`src/common/rcb_pkg.sv`:
```
// Purpose: constants for the ring cadence, relay and line bias register group
// Assumes: 200 MHz system clock, byte-wide internal register port
// Notes:
// How it works
// silence timer is 16 bits, bytes 26/27
// each silence count unit is 1.25 us
// silence timer low byte resets to zero
// silence timer used only when enable set
// bursts alternate with reloaded silent intervals
// relay config bits 7:6 read binary 10
// bit 5 reports battery switch pin level
// bit 4 flags third ringing rail present
// bit 3 enables the relay driver output
// bit 2 drives the general purpose pin
// standby bit manual until next hook change
// squelch shown, overridden until next speedup
// cap bypass shown, overridden until next speedup
// bias-on manual until next hook change
// bits 3:2 pick on-hook bias 4-16 mA
// bits 1:0 pick active bias 4-16 mA
package rcb_pkg;
  // ==========================================================
  // register map
  localparam logic [7:0] RCB_ADDR_RELAY = 8'h05; // relay_battery_config
  localparam logic [7:0] RCB_ADDR_BIAS = 8'h08; // line_bias_control
  localparam logic [7:0] RCB_ADDR_SIL_LO = 8'h1A; // ring_silence_timer_low
  localparam logic [7:0] RCB_ADDR_SIL_HI = 8'h1B; // ring_silence_timer_high
  // ==========================================================
  // field positions
  localparam int RCB_RLY_FIXED_HI = 7;
  localparam int RCB_RLY_FIXED_LO = 6;
  localparam logic [1:0] RCB_RLY_FIXED_VAL = 2'h2; // binary 10
  localparam int RCB_RLY_BATSW = 5;
  localparam int RCB_RLY_RAIL = 4;
  localparam int RCB_RLY_RELAY_DRIVER_OUT_EN = 3;
  localparam int RCB_RLY_GPO = 2;
  localparam int RCB_BIAS_LOW_POWER_STANDBY = 7;
  localparam int RCB_BIAS_MUTE = 6;
  localparam int RCB_BIAS_FILTER_CAP_BYPASS = 5;
  localparam int RCB_BIAS_ON = 4;
  localparam int RCB_BIAS_OLVL_HI = 3;
  localparam int RCB_BIAS_OLVL_LO = 2;
  localparam int RCB_BIAS_ALVL_HI = 1;
  localparam int RCB_BIAS_ALVL_LO = 0;
  // ==========================================================
  // reset values
  localparam logic [7:0] RCB_RST_BYTE = 8'h00;
  localparam logic [1:0] RCB_RST_LVL = 2'h0;
  // ==========================================================
  // timing
  localparam int RCB_CLK_MHZ = 200;
  localparam int RCB_SIL_UNIT_NS_X100 = 125000; // 1.25 us in ns*100
  localparam int RCB_SIL_UNIT_CYC = (RCB_SIL_UNIT_NS_X100 * RCB_CLK_MHZ) / 100000;
  localparam logic [7:0] RCB_PRE_LAST = 8'(RCB_SIL_UNIT_CYC - 1);
  // ==========================================================
  // cadence states, one-hot
  typedef enum logic [2:0] {
    RCB_ST_IDLE = 3'h1,
    RCB_ST_RING = 3'h2,
    RCB_ST_QUIET = 3'h4
  } rcb_cad_t;
endpackage : rcb_pkg

```
`src/logic/rcb_cadence.sv`:
```
// Purpose: alternates ringing bursts with timed silent gaps
// Assumes: burst_end_in is a one-cycle pulse from the active timer
// Notes: silence count reloaded at every burst end seen in the ring state while ring_req_in and both timer enables are set
`timescale 1ns/10ps
module rcb_cadence import rcb_pkg::*; (
  input wire logic clk_in,
  input wire logic rst_n_in,
  input wire logic ring_req_in, // ringing oscillator requested
  input wire logic active_timer_en_in, // active timer enable
  input wire logic silence_timer_enable_in, // inactive timer enable
  input wire logic burst_end_in, // active interval expired
  input wire logic [15:0] ring_silence_count_in, // gap length in 1.25 us units
  output logic ring_on_out // ringing burst in progress
);
  // ==========================================================
  // state
  rcb_cad_t state_q;
  logic [15:0] remain_q; // silence units left
  logic [7:0] pre_q; // cycles within one unit
  logic unit_tick; // one unit elapsed
  logic cad_on;

  assign unit_tick = (pre_q == RCB_PRE_LAST);
  assign cad_on = active_timer_en_in & silence_timer_enable_in;

  // prescaler, free during quiet only so each gap starts aligned
  always_ff @(posedge clk_in or negedge rst_n_in) begin
    if (!rst_n_in) begin
      pre_q <= 8'h00;
    end else if (state_q != RCB_ST_QUIET || unit_tick) begin
      pre_q <= 8'h00;
    end else begin
      pre_q <= pre_q + 8'h01;
    end
  end

  // burst / gap sequencer
  always_ff @(posedge clk_in or negedge rst_n_in) begin
    if (!rst_n_in) begin
      state_q <= RCB_ST_IDLE;
      remain_q <= 16'h0000;
    end else if (!ring_req_in) begin
      state_q <= RCB_ST_IDLE; // ringing withdrawn
    end else begin
      case (state_q)
        RCB_ST_IDLE: begin
          state_q <= RCB_ST_RING;
        end
        RCB_ST_RING: begin
          if (burst_end_in && cad_on) begin
            state_q <= RCB_ST_QUIET;
            remain_q <= ring_silence_count_in;
          end
        end
        RCB_ST_QUIET: begin
          if (!cad_on || remain_q == 16'h0000) begin
            state_q <= RCB_ST_RING;
          end else if (unit_tick) begin
            remain_q <= remain_q - 16'h0001;
          end
        end
        default: begin
          state_q <= RCB_ST_IDLE;
        end
      endcase
    end
  end

  // registered burst flag
  always_ff @(posedge clk_in or negedge rst_n_in) begin
    if (!rst_n_in) begin
      ring_on_out <= 1'b0;
    end else begin
      ring_on_out <= ring_req_in && (state_q == RCB_ST_RING);
    end
  end
endmodule : rcb_cadence

```
`src/logic/rcb_regs.sv`:
```
// Purpose: relay, bias and silence timer registers of one line channel
// Assumes: byte register port already decoded from the serial control port
// Notes: manual overrides on bias bits expire on hook or speedup events
`timescale 1ns/10ps
module rcb_regs import rcb_pkg::*; (
  input wire logic clk_in,
  input wire logic rst_n_in,
  input wire logic [7:0] reg_addr_in, // register address
  input wire logic reg_wr_in, // write strobe
  input wire logic [7:0] reg_wdata_in, // write data
  input wire logic reg_rd_in, // read strobe
  input wire logic battery_switch_pin_in, // level on battery select pin
  input wire logic hook_state_in, // 1 = off-hook
  input wire logic speedup_active_in, // speedup settling window
  input wire logic ring_req_in, // ringing requested
  input wire logic active_timer_en_in, // active timer enable
  input wire logic silence_timer_enable_in, // ring config bit 3
  input wire logic burst_end_in, // active interval ended, pulse
  output logic [7:0] reg_rdata_out, // read data, one cycle after strobe
  output logic relay_driver_out_en_out,
  output logic general_purpose_out_out,
  output logic third_rail_present_out,
  output logic low_power_standby_out,
  output logic audio_mute_ctrl_out,
  output logic filter_cap_bypass_out,
  output logic line_bias_on_out,
  output logic [1:0] onhook_bias_level_out,
  output logic [1:0] active_bias_level_out,
  output logic ring_on_out
);
  // ==========================================================
  // decode helper
  function automatic logic hit(input logic [7:0] a, input logic [7:0] ref_a);
    hit = (a == ref_a);
  endfunction : hit

  logic wr_relay, wr_bias, wr_lo, wr_hi;
  assign wr_relay = reg_wr_in && hit(reg_addr_in, RCB_ADDR_RELAY);
  assign wr_bias = reg_wr_in && hit(reg_addr_in, RCB_ADDR_BIAS);
  assign wr_lo = reg_wr_in && hit(reg_addr_in, RCB_ADDR_SIL_LO);
  assign wr_hi = reg_wr_in && hit(reg_addr_in, RCB_ADDR_SIL_HI);

  // ==========================================================
  // silence timer bytes
  logic [7:0] sil_lo_q, sil_hi_q;

  always_ff @(posedge clk_in or negedge rst_n_in) begin
    if (!rst_n_in) begin
      sil_lo_q <= RCB_RST_BYTE;
      sil_hi_q <= RCB_RST_BYTE;
    end else begin
      if (wr_lo) begin
        sil_lo_q <= reg_wdata_in;
      end
      if (wr_hi) begin
        sil_hi_q <= reg_wdata_in;
      end
    end
  end

  // ==========================================================
  // relay configuration
  always_ff @(posedge clk_in or negedge rst_n_in) begin
    if (!rst_n_in) begin
      third_rail_present_out <= 1'b0;
      relay_driver_out_en_out <= 1'b0;
      general_purpose_out_out <= 1'b0;
    end else if (wr_relay) begin
      third_rail_present_out <= reg_wdata_in[RCB_RLY_RAIL];
      relay_driver_out_en_out <= reg_wdata_in[RCB_RLY_RELAY_DRIVER_OUT_EN];
      general_purpose_out_out <= reg_wdata_in[RCB_RLY_GPO];
    end
  end

  // ==========================================================
  // bias event detection
  logic hook_prev_q, spd_prev_q;
  logic hook_evt, spd_evt;

  always_ff @(posedge clk_in or negedge rst_n_in) begin
    if (!rst_n_in) begin
      hook_prev_q <= 1'b0;
      spd_prev_q <= 1'b0;
    end else begin
      hook_prev_q <= hook_state_in;
      spd_prev_q <= speedup_active_in;
    end
  end

  assign hook_evt = hook_state_in ^ hook_prev_q; // either hook transition
  assign spd_evt = speedup_active_in & ~spd_prev_q; // new speedup window

  // ==========================================================
  // manual override flags; a write in the event cycle wins
  logic man_low_power_standby_q, man_mute_q, man_filter_cap_bypass_q, man_bias_q;
  logic val_low_power_standby_q, val_mute_q, val_filter_cap_bypass_q, val_bias_q;

  always_ff @(posedge clk_in or negedge rst_n_in) begin
    if (!rst_n_in) begin
      man_low_power_standby_q <= 1'b0;
      man_bias_q <= 1'b0;
      val_low_power_standby_q <= 1'b0;
      val_bias_q <= 1'b0;
    end else if (wr_bias) begin
      man_low_power_standby_q <= 1'b1;
      man_bias_q <= 1'b1;
      val_low_power_standby_q <= reg_wdata_in[RCB_BIAS_LOW_POWER_STANDBY];
      val_bias_q <= reg_wdata_in[RCB_BIAS_ON];
    end else if (hook_evt) begin
      man_low_power_standby_q <= 1'b0;
      man_bias_q <= 1'b0;
    end
  end

  always_ff @(posedge clk_in or negedge rst_n_in) begin
    if (!rst_n_in) begin
      man_mute_q <= 1'b0;
      man_filter_cap_bypass_q <= 1'b0;
      val_mute_q <= 1'b0;
      val_filter_cap_bypass_q <= 1'b0;
    end else if (wr_bias) begin
      man_mute_q <= 1'b1;
      man_filter_cap_bypass_q <= 1'b1;
      val_mute_q <= reg_wdata_in[RCB_BIAS_MUTE];
      val_filter_cap_bypass_q <= reg_wdata_in[RCB_BIAS_FILTER_CAP_BYPASS];
    end else if (spd_evt) begin
      man_mute_q <= 1'b0;
      man_filter_cap_bypass_q <= 1'b0;
    end
  end

  // ==========================================================
  // bias level fields
  always_ff @(posedge clk_in or negedge rst_n_in) begin
    if (!rst_n_in) begin
      onhook_bias_level_out <= RCB_RST_LVL;
      active_bias_level_out <= RCB_RST_LVL;
    end else if (wr_bias) begin
      onhook_bias_level_out <= reg_wdata_in[RCB_BIAS_OLVL_HI:RCB_BIAS_OLVL_LO];
      active_bias_level_out <= reg_wdata_in[RCB_BIAS_ALVL_HI:RCB_BIAS_ALVL_LO];
    end
  end

  // ==========================================================
  // effective bias state: automatic unless overridden
  always_ff @(posedge clk_in or negedge rst_n_in) begin
    if (!rst_n_in) begin
      low_power_standby_out <= 1'b0;
      line_bias_on_out <= 1'b0;
      audio_mute_ctrl_out <= 1'b0;
      filter_cap_bypass_out <= 1'b0;
    end else begin
      // on-hook means standby, off-hook means bias on
      low_power_standby_out <= man_low_power_standby_q ? val_low_power_standby_q : ~hook_state_in;
      line_bias_on_out <= man_bias_q ? val_bias_q : hook_state_in;
      audio_mute_ctrl_out <= man_mute_q ? val_mute_q : speedup_active_in;
      filter_cap_bypass_out <= man_filter_cap_bypass_q ? val_filter_cap_bypass_q : speedup_active_in;
    end
  end

  // ==========================================================
  // read mux, registered; unmapped reads return zero
  always_ff @(posedge clk_in or negedge rst_n_in) begin
    if (!rst_n_in) begin
      reg_rdata_out <= RCB_RST_BYTE;
    end else if (reg_rd_in) begin
      reg_rdata_out <= RCB_RST_BYTE;
      if (hit(reg_addr_in, RCB_ADDR_RELAY)) begin
        reg_rdata_out[RCB_RLY_FIXED_HI:RCB_RLY_FIXED_LO] <= RCB_RLY_FIXED_VAL;
        reg_rdata_out[RCB_RLY_BATSW] <= battery_switch_pin_in;
        reg_rdata_out[RCB_RLY_RAIL] <= third_rail_present_out;
        reg_rdata_out[RCB_RLY_RELAY_DRIVER_OUT_EN] <= relay_driver_out_en_out;
        reg_rdata_out[RCB_RLY_GPO] <= general_purpose_out_out;
      end else if (hit(reg_addr_in, RCB_ADDR_BIAS)) begin
        reg_rdata_out[RCB_BIAS_LOW_POWER_STANDBY] <= low_power_standby_out;
        reg_rdata_out[RCB_BIAS_MUTE] <= audio_mute_ctrl_out;
        reg_rdata_out[RCB_BIAS_FILTER_CAP_BYPASS] <= filter_cap_bypass_out;
        reg_rdata_out[RCB_BIAS_ON] <= line_bias_on_out;
        reg_rdata_out[RCB_BIAS_OLVL_HI:RCB_BIAS_OLVL_LO] <= onhook_bias_level_out;
        reg_rdata_out[RCB_BIAS_ALVL_HI:RCB_BIAS_ALVL_LO] <= active_bias_level_out;
      end else if (hit(reg_addr_in, RCB_ADDR_SIL_LO)) begin
        reg_rdata_out <= sil_lo_q;
      end else if (hit(reg_addr_in, RCB_ADDR_SIL_HI)) begin
        reg_rdata_out <= sil_hi_q;
      end
    end
  end

  // ==========================================================
  // cadence sequencer
  rcb_cadence i_rcb_cadence (
    .clk_in(clk_in),
    .rst_n_in(rst_n_in),
    .ring_req_in(ring_req_in),
    .active_timer_en_in(active_timer_en_in),
    .silence_timer_enable_in(silence_timer_enable_in),
    .burst_end_in(burst_end_in),
    .ring_silence_count_in({sil_hi_q, sil_lo_q}),
    .ring_on_out(ring_on_out)
  );
endmodule : rcb_regs

```
`config.mk`:
```
export PLATFORM = sky130hd
export DESIGN_NAME = rcb_regs
export DESIGN_NICKNAME = d
export VERILOG_FILES = /design/src/common/rcb_pkg.sv /design/src/logic/rcb_cadence.sv /design/src/logic/rcb_regs.sv
export SDC_FILE = /design/constraint.sdc
export NUM_CORES = 1
export LEC_CHECK = 0
export BUFFER_PORTS_ARGS = -buffer_cell sky130_fd_sc_hd__buf_2
export CAP_MARGIN = 0
export CORE_MARGIN = 2
export CORE_UTILIZATION = 52
export CTS_BUF_LIST = sky130_fd_sc_hd__clkbuf_16
export CTS_CLUSTER_SIZE = 28
export DETAILED_ROUTE_END_ITERATION = 10
export GPL_TIMING_DRIVEN = 0
export HOLD_SLACK_MARGIN = 0.12
export PLACE_DENSITY_LB_ADDON = 0.2
export SLEW_MARGIN = 20
export SYNTH_ARGS = -nofsm -noshare
export SYNTH_HDL_FRONTEND = slang
export SYNTH_SLANG_ARGS = --single-unit
```
`constraint.sdc`:
```
create_clock -name clk_in -period 1.7 [get_ports clk_in]
set_input_delay 0.255 -clock clk_in [delete_from_list [all_inputs] [get_ports clk_in]]
set_output_delay 0.255 -clock clk_in [all_outputs]
set_load 0.01 [all_outputs]
```
==> impl_results.md, run 1 <==
- Crit start category: flop
- Total negative slack: -0.164 ns
- Max Fanout on Critical Path: 7
- Proportion of layout cells with a drive suffix above 1: 35.2%
- Leak Pwr: 2.06 nW
- PwrDens: 1160 nW/um^2
- Global-route wire length before repair: 14.1 mm
- Number of synthesized flops with an enable pin: 0
- Hold slack: 0.174 ns
- Mapped Nets: 360
- Clock sink count: 71
- Reg-to-reg endpoint: i_rcb_cadence.remain_q[14]$_DFFE_PN0P_
- Syn Area/Cell: 10.7 um^2
- Reg-to-Reg Start: i_rcb_cadence.remain_q[0]$_DFFE_PN0P_
- Starting density of the core: a little over half
- Drt total wl: 8.76 mm
- #FFs+latches synth: just over 70
- Row count: 30
- PnR worst setup slack: -0.0752 ns
- Register area share after synthesis: between 50% and 60%
- Hold depth: 2
- Endpoint, Worst Hold: val_filter_cap_bypass_q$_DFFE_PN0P_
- Min Clock Period, post-route: 1.78 ns
- DR iter-0 viols: 217
- Critical path class: reg2reg
- Worst-margin pin slew: 0.590 ns
- Core box area: 6680 um^2
- Number of port buffers: 46
- GRT overflow: 0
- Htree depth: 3
- Worst-path clk slew: 0.06 ns
- Vias: 2991
- DRT antenna net count: 0
- Setup crit end kind: flop
- Fmax: 0.563 GHz
- Diodes inserted: 0
- Full die area: 7500 um^2
- FF-to-FF setup slack: -0.08 ns
- IO Count: 47
- CTS max path bufs: 2
- Vias in the first global route: 2877
- CTS Root Cell: clkbuf_16
- FFs w/ async S/R, synth: 100%
- Die extent in x: 86.6 um
- Num CTS Buffers: 9
- Skew final: between 0.007 and 0.008 ns
- Synthesized area: 3550 um^2
- Fin crit share: 104%
- Clk_lat worst skew: 0.33 ns
- Status: complete, but fails checks
- DP Wirelength: around 5.9 mm
- Synth Instances: 330
- Fin. max-slew vios: 0
- Largest net degree at the start of global routing: 43
- Nets@finish: between 400 and 500
- RSZ-0062 raised after global routing: yes
- Total GRT Usage: 24.5%
- Max-slew headroom: 60.7%
- Final setup vio count: 8
- Violated checks: negative setup slack
- CP required: between 1.5 and 2 ns
- TritonCTS clock tree: yes
- Worst Path Arrival: 1.98 ns
- Final Core Density: 68.3%
- Drt first pass iters: 6
- Synthesis Warnings: 0
- HP Class: in2reg
- Final Hold Fails: 0
- Initial antenna violation count: 0
- Total of max-cap violations: 0
- Cell variety after synth: 59
- Layout area overhead: 28.7%
- Via density: 6.01
- Maximum VDD drop: 0.660 mV
- Post-detailed-route wirelength per cell: 17.6 um
- Post-route DRC: 0
- Top FF cell, synth: dfrtp_1
- Gpl congestion: 0.931
- Reg2Reg Depth: 7
- DIE HEIGHT: 86.6 um
- HP Start: reg_wdata_in[5]
worst max-delay path: stages, from the launching register on:
cell and delay (ns):
dfrtp_1 0.39, inv_2 0.09, ha_4 0.15, nor4b_4 0.20, nand4_2 0.20, a21o_4 0.32
a31o_1 0.18, a21boi_1 0.12
cell usage after synthesis (2+ instances only):
cell type | count | share of area (%)
dfrtp_1 | 70 | 49
a21oi_1 | 22 | 3.1
o22ai_1 | 6 | 1.1
mux2_2 | 22 | 7.0
and2_1 | 5 | 0.88
nand2_2 | 2 | 0.35
o31ai_1 | 8 | 1.7
o21ai_0 | 11 | 1.6
a22oi_1 | 7 | 1.5
nand4_2 | 2 | 0.71
clkbuf_1 | 7 | 0.74
xnor2_1 | 3 | 0.74
and3_1 | 5 | 0.88
xor2_1 | 3 | 0.74
nand2_1 | 29 | 3.1
nand3_1 | 11 | 1.6
nor2_1 | 21 | 2.2
or3_1 | 4 | 0.71
nor4_1 | 5 | 0.88
nor3_1 | 5 | 0.71
inv_1 | 8 | 0.85
a2bb2oi_1 | 4 | 0.99
nor2b_1 | 2 | 0.35
ha_1 | 3 | 1.1
a31o_1 | 2 | 0.49
mux2i_1 | 6 | 1.7
nand4_1 | 2 | 0.35
a31oi_1 | 4 | 0.71
mux2_1 | 6 | 1.9
nor3_2 | 2 | 0.56
o21ai_1 | 9 | 1.3
o21a_1 | 3 | 0.64
o2bb2ai_1 | 5 | 1.2
state kept, by name (all words and copies together) (netlist names), 2 cells and up:
name,count
sil_hi_q,8
sil_lo_q,8
i_rcb_cadence.pre_q,8
reg_rdata_out,8
active_bias_level_out,2
i_rcb_cadence.state_q,3
onhook_bias_level_out,2
i_rcb_cadence.remain_q,16
logic make-up after synthesis:
logic type      after synthesis  share of synthesized area [%]
simple gates                107                           17.4
compound gates               91                           17.2
flops                        71                           50.1
mux                          34                           10.6
buf+inv                      18                           2.15
xor+xnor                      6                           1.48
fa+ha+maj                     3                           1.06
routing by layer:
metal  track usage, %  wire [um]  vias up
met2             37.4       4140       82
met5                0          0        -
met3             4.38        408       19
met1             34.9       4020     1490
met4             9.94        191        0
li1                 -          -     1400
how the worst max path moves through the flow:
stage,start,endpoint,cells past startpoint
after global placement,i_rcb_cadence.remain_q[5]$_DFFE_PN0P_,i_rcb_cadence.remain_q[14]$_DFFE_PN0P_,5
after floorplan,i_rcb_cadence.remain_q[5]$_DFFE_PN0P_,i_rcb_cadence.remain_q[14]$_DFFE_PN0P_,5
after CTS,i_rcb_cadence.remain_q[1]$_DFFE_PN0P_,i_rcb_cadence.remain_q[8]$_DFFE_PN0P_,7
after detailed placement,i_rcb_cadence.remain_q[4]$_DFFE_PN0P_,i_rcb_cadence.remain_q[14]$_DFFE_PN0P_,5
after global routing,i_rcb_cadence.remain_q[12]$_DFFE_PN0P_,i_rcb_cadence.remain_q[14]$_DFFE_PN0P_,5
final,i_rcb_cadence.remain_q[0]$_DFFE_PN0P_,i_rcb_cadence.remain_q[14]$_DFFE_PN0P_,7
what timing repair did:
item / 4_1_cts / 5_1_grt
resized for setup: 14 / 21
cloned: 1 / 0
setup buffers: 18 / 4
setup endpoints to repair: 16 / 27
endpoints found under the hold margin: 31 / 0
hold buffers: 3 / 0
pin swaps: 10 / 9
layout make-up:
class	count	area, um^2
Buffer	9	43.8
Timing Repair Buffer	72	460
Multi-Input combinational cell	242	1860
Fill cell	507	2120
Inverter	8	30.0
Sequential cell	71	1780
Tap cell	80	100
Clock buffer	9	225
Clock inverter	7	63.8
cells in the final DEF (no fill, tap or decap), types with 4 or more instances in the layout:
master     synthesis  routed
dfrtp_1           70      67
buf_2              1      45
nand2_1           29      28
a21oi_1           22      22
mux2_2            22      22
buf_4              0      22
nor2_1            21      21
nand3_1           11      11
o21ai_0           11      11
o21ai_1            9       9
clkbuf_16          0       9
inv_1              8       7
a22oi_1            7       7
mux2i_1            6       6
mux2_1             6       6
o22ai_1            6       6
and2_1             5       5
clkbuf_1           7       5
o31ai_2            0       5
o2bb2ai_1          5       5
and3_1             5       4
or3_1              4       4
nor3_1             5       4
a31oi_1            4       4
a2bb2oi_1          4       4
per-stage QoR:
| step | total power [mW] | area (um^2) | setup WS [ns] | cells |
|---|---|---|---|---|
| 2_1_floorplan | 2.72 | 3550 | -0.0640 | 330 |
| 3_3_place_gp | 3.01 | 3880 | -0.328 | 456 |
| 3_5_place_dp | 3.04 | 3910 | -0.325 | 457 |
| 4_1_cts | 5.15 | 4430 | -0.0250 | 494 |
| 5_1_grt | 5.51 | 4560 | -0.138 | 498 |
| 6_report | 5.28 | 4560 | -0.0752 | 498 |
report_power, final:
group | internal [mW] | leakage [nW] | switching [mW] | total, mW
logic | 0.627 | 0.970 | 0.672 | 1.30
clock network | 1.12 | 0.144 | 0.698 | 1.82
registers | 1.88 | 0.941 | 0.287 | 2.16
(Power assumes the default switching activity.)
==> inputs of run 2 (changes only) <==
ABC_AREA = 1   (was default)
==> run 2 against run 1 <==
  * The flow now finishes without violations
  * Clock skew fell by 0.0016 ns
  * Global-route usage up 0.46 points
  * Sequential share of layout area decreased by 0.42 points
  * Highest routed layer unchanged
  * Utilization is 3.8 points lower
  * Fmax increased by 11%
  * First-iteration DRC count grew 8.3%
  * Final area rose by 0.88%
  * Largest cell class unchanged
  * Power up 9.9%
  * Clock power rose by 13%
  * Critical path depth grew 5
  * Die area up 6.6%
  * Flip-flop and latch count unchanged
==> impl_results.md, run 2 <==
- Most common cell after layout, fill and taps aside: nand2_1
- Leading area contributor after synthesis: dfrtp_1
- Largest net degree at the start of global routing: 58
- Die extent in x: about 89 um
- Placed cell area: 4170 um^2
- Clk_lat worst skew: 0.34 ns
- Worst-margin pin slew: 0.361 ns
- GRT overflow: 0
- Fin cells: between 600 and 700
- Dpl cells: 666
- Diodes inserted: 0
- Max-slew headroom: between 70% and 80%
- Mapped Nets: approximately 550
- IO Count: 47
- Worst-path clk slew: roughly 0.06 ns
- Leak Pwr: 2.53 nW
- PwrDens: 1260 nW/um^2
- Maximum VDD drop: ~0.73 mV
- Total of max-cap violations: 0
- Top post-synthesis cells by area: dfrtp_1, nand2_1, nor2_1
- Core box area: 7140 um^2
- Total negative slack: 0 ns
- Crit start category: flop
- Skew final: between 0.006 and 0.007 ns
- Vias: 3496
- HP Class: in2reg
- Buffers & Inverters on Critical Path: 4
- Vias in the first global route: 3370
- Reg-to-Reg Start: i_rcb_cadence.pre_q[1]$_DFF_PN0_
- Layout area overhead: 21.5%
- Max Fanout on Critical Path: 10
- Crit. Startpoint: i_rcb_cadence.pre_q[1]$_DFF_PN0_
- Drt first pass iters: 5
- Synth top area share: 46.2%
- Worst slack at placement: 0.00860 ns
- Largest register by flop count: i_rcb_cadence.remain_q
- Switching Fraction: between 30% and 40%
- Total GRT Usage: 25.0%
- Internal Pwr Total: between 3 and 4 mW
- CP most frequent cell: nand2_1
- Post-route DRC: 0
- Largest register FFs: 16
- NetSw: around 2 mW
- CP required: 1.92 ns
- Top FF cell, synth: dfrtp_1
- Hold slack: 0.160 ns
- CP Cell Sequence: inv_1 > ha_2 > inv_2 > nor3_2 > nand2_1 > nand2_2 > nand2_4 > clkinv_4 > nand2_8 > buf_8 > nand2_1 > nand2_1
- Synth Instances: 521
- Gate power share: 29.7%
- CTS Root Cell: clkbuf_16
- Worst path slowest cell: dfrtp_1
- Global-route wire length before repair: 15.2 mm
- CP max stage delay: 0.39 ns
- PnR worst setup slack: 0.0966 ns
- Fin. max-slew vios: 0
- Gpl congestion: 0.881
- Sequential share of power: 34.8%
- Final Hold Fails: 0
- Critical path class: reg2reg
- Full die area: 7990 um^2
- DRT antenna net count: 0
- Proportion of layout cells with a drive suffix above 1: 17.4%
- Clock sink count: between 70 and 80
- HP Start: reg_wdata_in[1]
- Num CTS Buffers: 9
- Synthesized area: 3790 um^2
- Syn Area/Cell: slightly above 7 um^2
- Final setup vio count: 0
- RSZ-0062 raised after global routing: yes
- Nets@finish: 617
- FFs w/ async S/R, synth: 100%
- Fin crit share: 94.3%
- Starting density of the core: 53.1%
- DIE HEIGHT: 89.4 um
- Synthesis Warnings: 0
- PnR Total Power: 5.80 mW
- Top Family by Delay on Critical Path: simple AND/OR/NAND/NOR gates
- TritonCTS clock tree: yes
- Min Clock Period, post-route: 1.60 ns
- Htree depth: 3
- Initial antenna violation count: 0
- Worst Path Arrival: 1.83 ns
- Cell variety after synth: 36
- Number of port buffers: 45
- Number of synthesized flops with an enable pin: 0
- Fmax: 0.624 GHz
- Drt total wl: 9.02 mm
- DP Wirelength: 6.39 mm
- Register area share after synthesis: a little under half
- Row count: 31
- CTS max path bufs: 2
- Top-count cell post-synth: nand2_1
- Post-route cell area: between 4000 and 5000 um^2
- #FFs+latches synth: a little over 70
- Final Core Density: 64.5%
- Via density: just over 5
- Most frequent cells in the layout: nand2_1, dfrtp_1, nor2_1
- Setup crit end kind: flop
- Post-detailed-route wirelength per cell: 13.1 um
- Clock share of power: a little over a third
- Status: completed
- DR iter-0 viols: 235
- Synth cell count leaders: nand2_1, dfrtp_1, nor2_1, inv_1, o21ai_0
## run 2: path summary, 6_finish.rpt
path / to / slack, ns / depth (start not counted)
min in group asynchronous: man_bias_q$_DFFE_PN0P_ / 0.33 / 2
min: active_bias_level_out[1]$_DFFE_PN0P_ / 0.16 / 3
min reg2reg: i_rcb_cadence.pre_q[7]$_DFF_PN0_ / 0.47 / 1
max: i_rcb_cadence.remain_q[1]$_DFFE_PN0P_ / 0.1 / 12
max in group asynchronous: sil_lo_q[1]$_DFFE_PN0P_ / 0.82 / 3
max reg2reg: i_rcb_cadence.remain_q[1]$_DFFE_PN0P_ / 0.1 / 12
## run 2: layout make-up
class / count / area, um^2
clock buffer: 9 / 225
sequential: 71 / 1780
inverter: 51 / 196
multi-input combinational: 392 / 1800
fill: 658 / 2530
timing repair buffer: 55 / 330
buffer: 7 / 52.6
clock inverter: 7 / 97.6
tap: 99 / 124
## run 2: kinds of logic after synthesis
logic type | Yosys count | synth area share, %
and+or+nand+nor | 336 | 38.1
adders and majority gates | 3 | 0.991
AOI/OAI and AO/OA | 53 | 7.53
buffers and inverters | 58 | 6.50
DFF | 71 | 46.9
## run 2: power by group through the flow
stage	Clock, mW	Combinational (mW)	Sequential (mW)
2_1_floorplan	0	1.29	2.01
3_3_place_gp	0	1.58	2.04
3_5_place_dp	0	1.62	2.04
4_1_cts	2.07	1.65	2.02
5_1_grt	2.15	1.99	2.04
6_report	2.06	1.72	2.02
## run 2: routing by layer
layer	vias to the layer above	global-route usage [%]	routed length (um)
met5	-	0	0
met4	0	7.06	141
met3	12	6.28	407
met2	87	42.3	4410
met1	1626	31.9	4060
li1	1771	-	-
## run 2: worst reg2reg max path, stage by stage, from the launching register on
cell and delay (ns):
dfrtp_1 0.39, inv_1 0.07, ha_2 0.17, inv_2 0.03
nor3_2 0.10, nand2_1 0.08, nand2_2 0.13, nand2_4 0.09
clkinv_4 0.09, nand2_8 0.07, buf_8 0.15, nand2_1 0.06
nand2_1 0.05
## run 2: what timing repair did
item / CTS / global route
pin swaps: 0 / 7
buffers inserted: 0 / 6
hold endpoints to repair: 73 / 0
endpoints found under the setup margin: 1 / 16
hold buffers: 3 / 0
resized for setup: 1 / 9
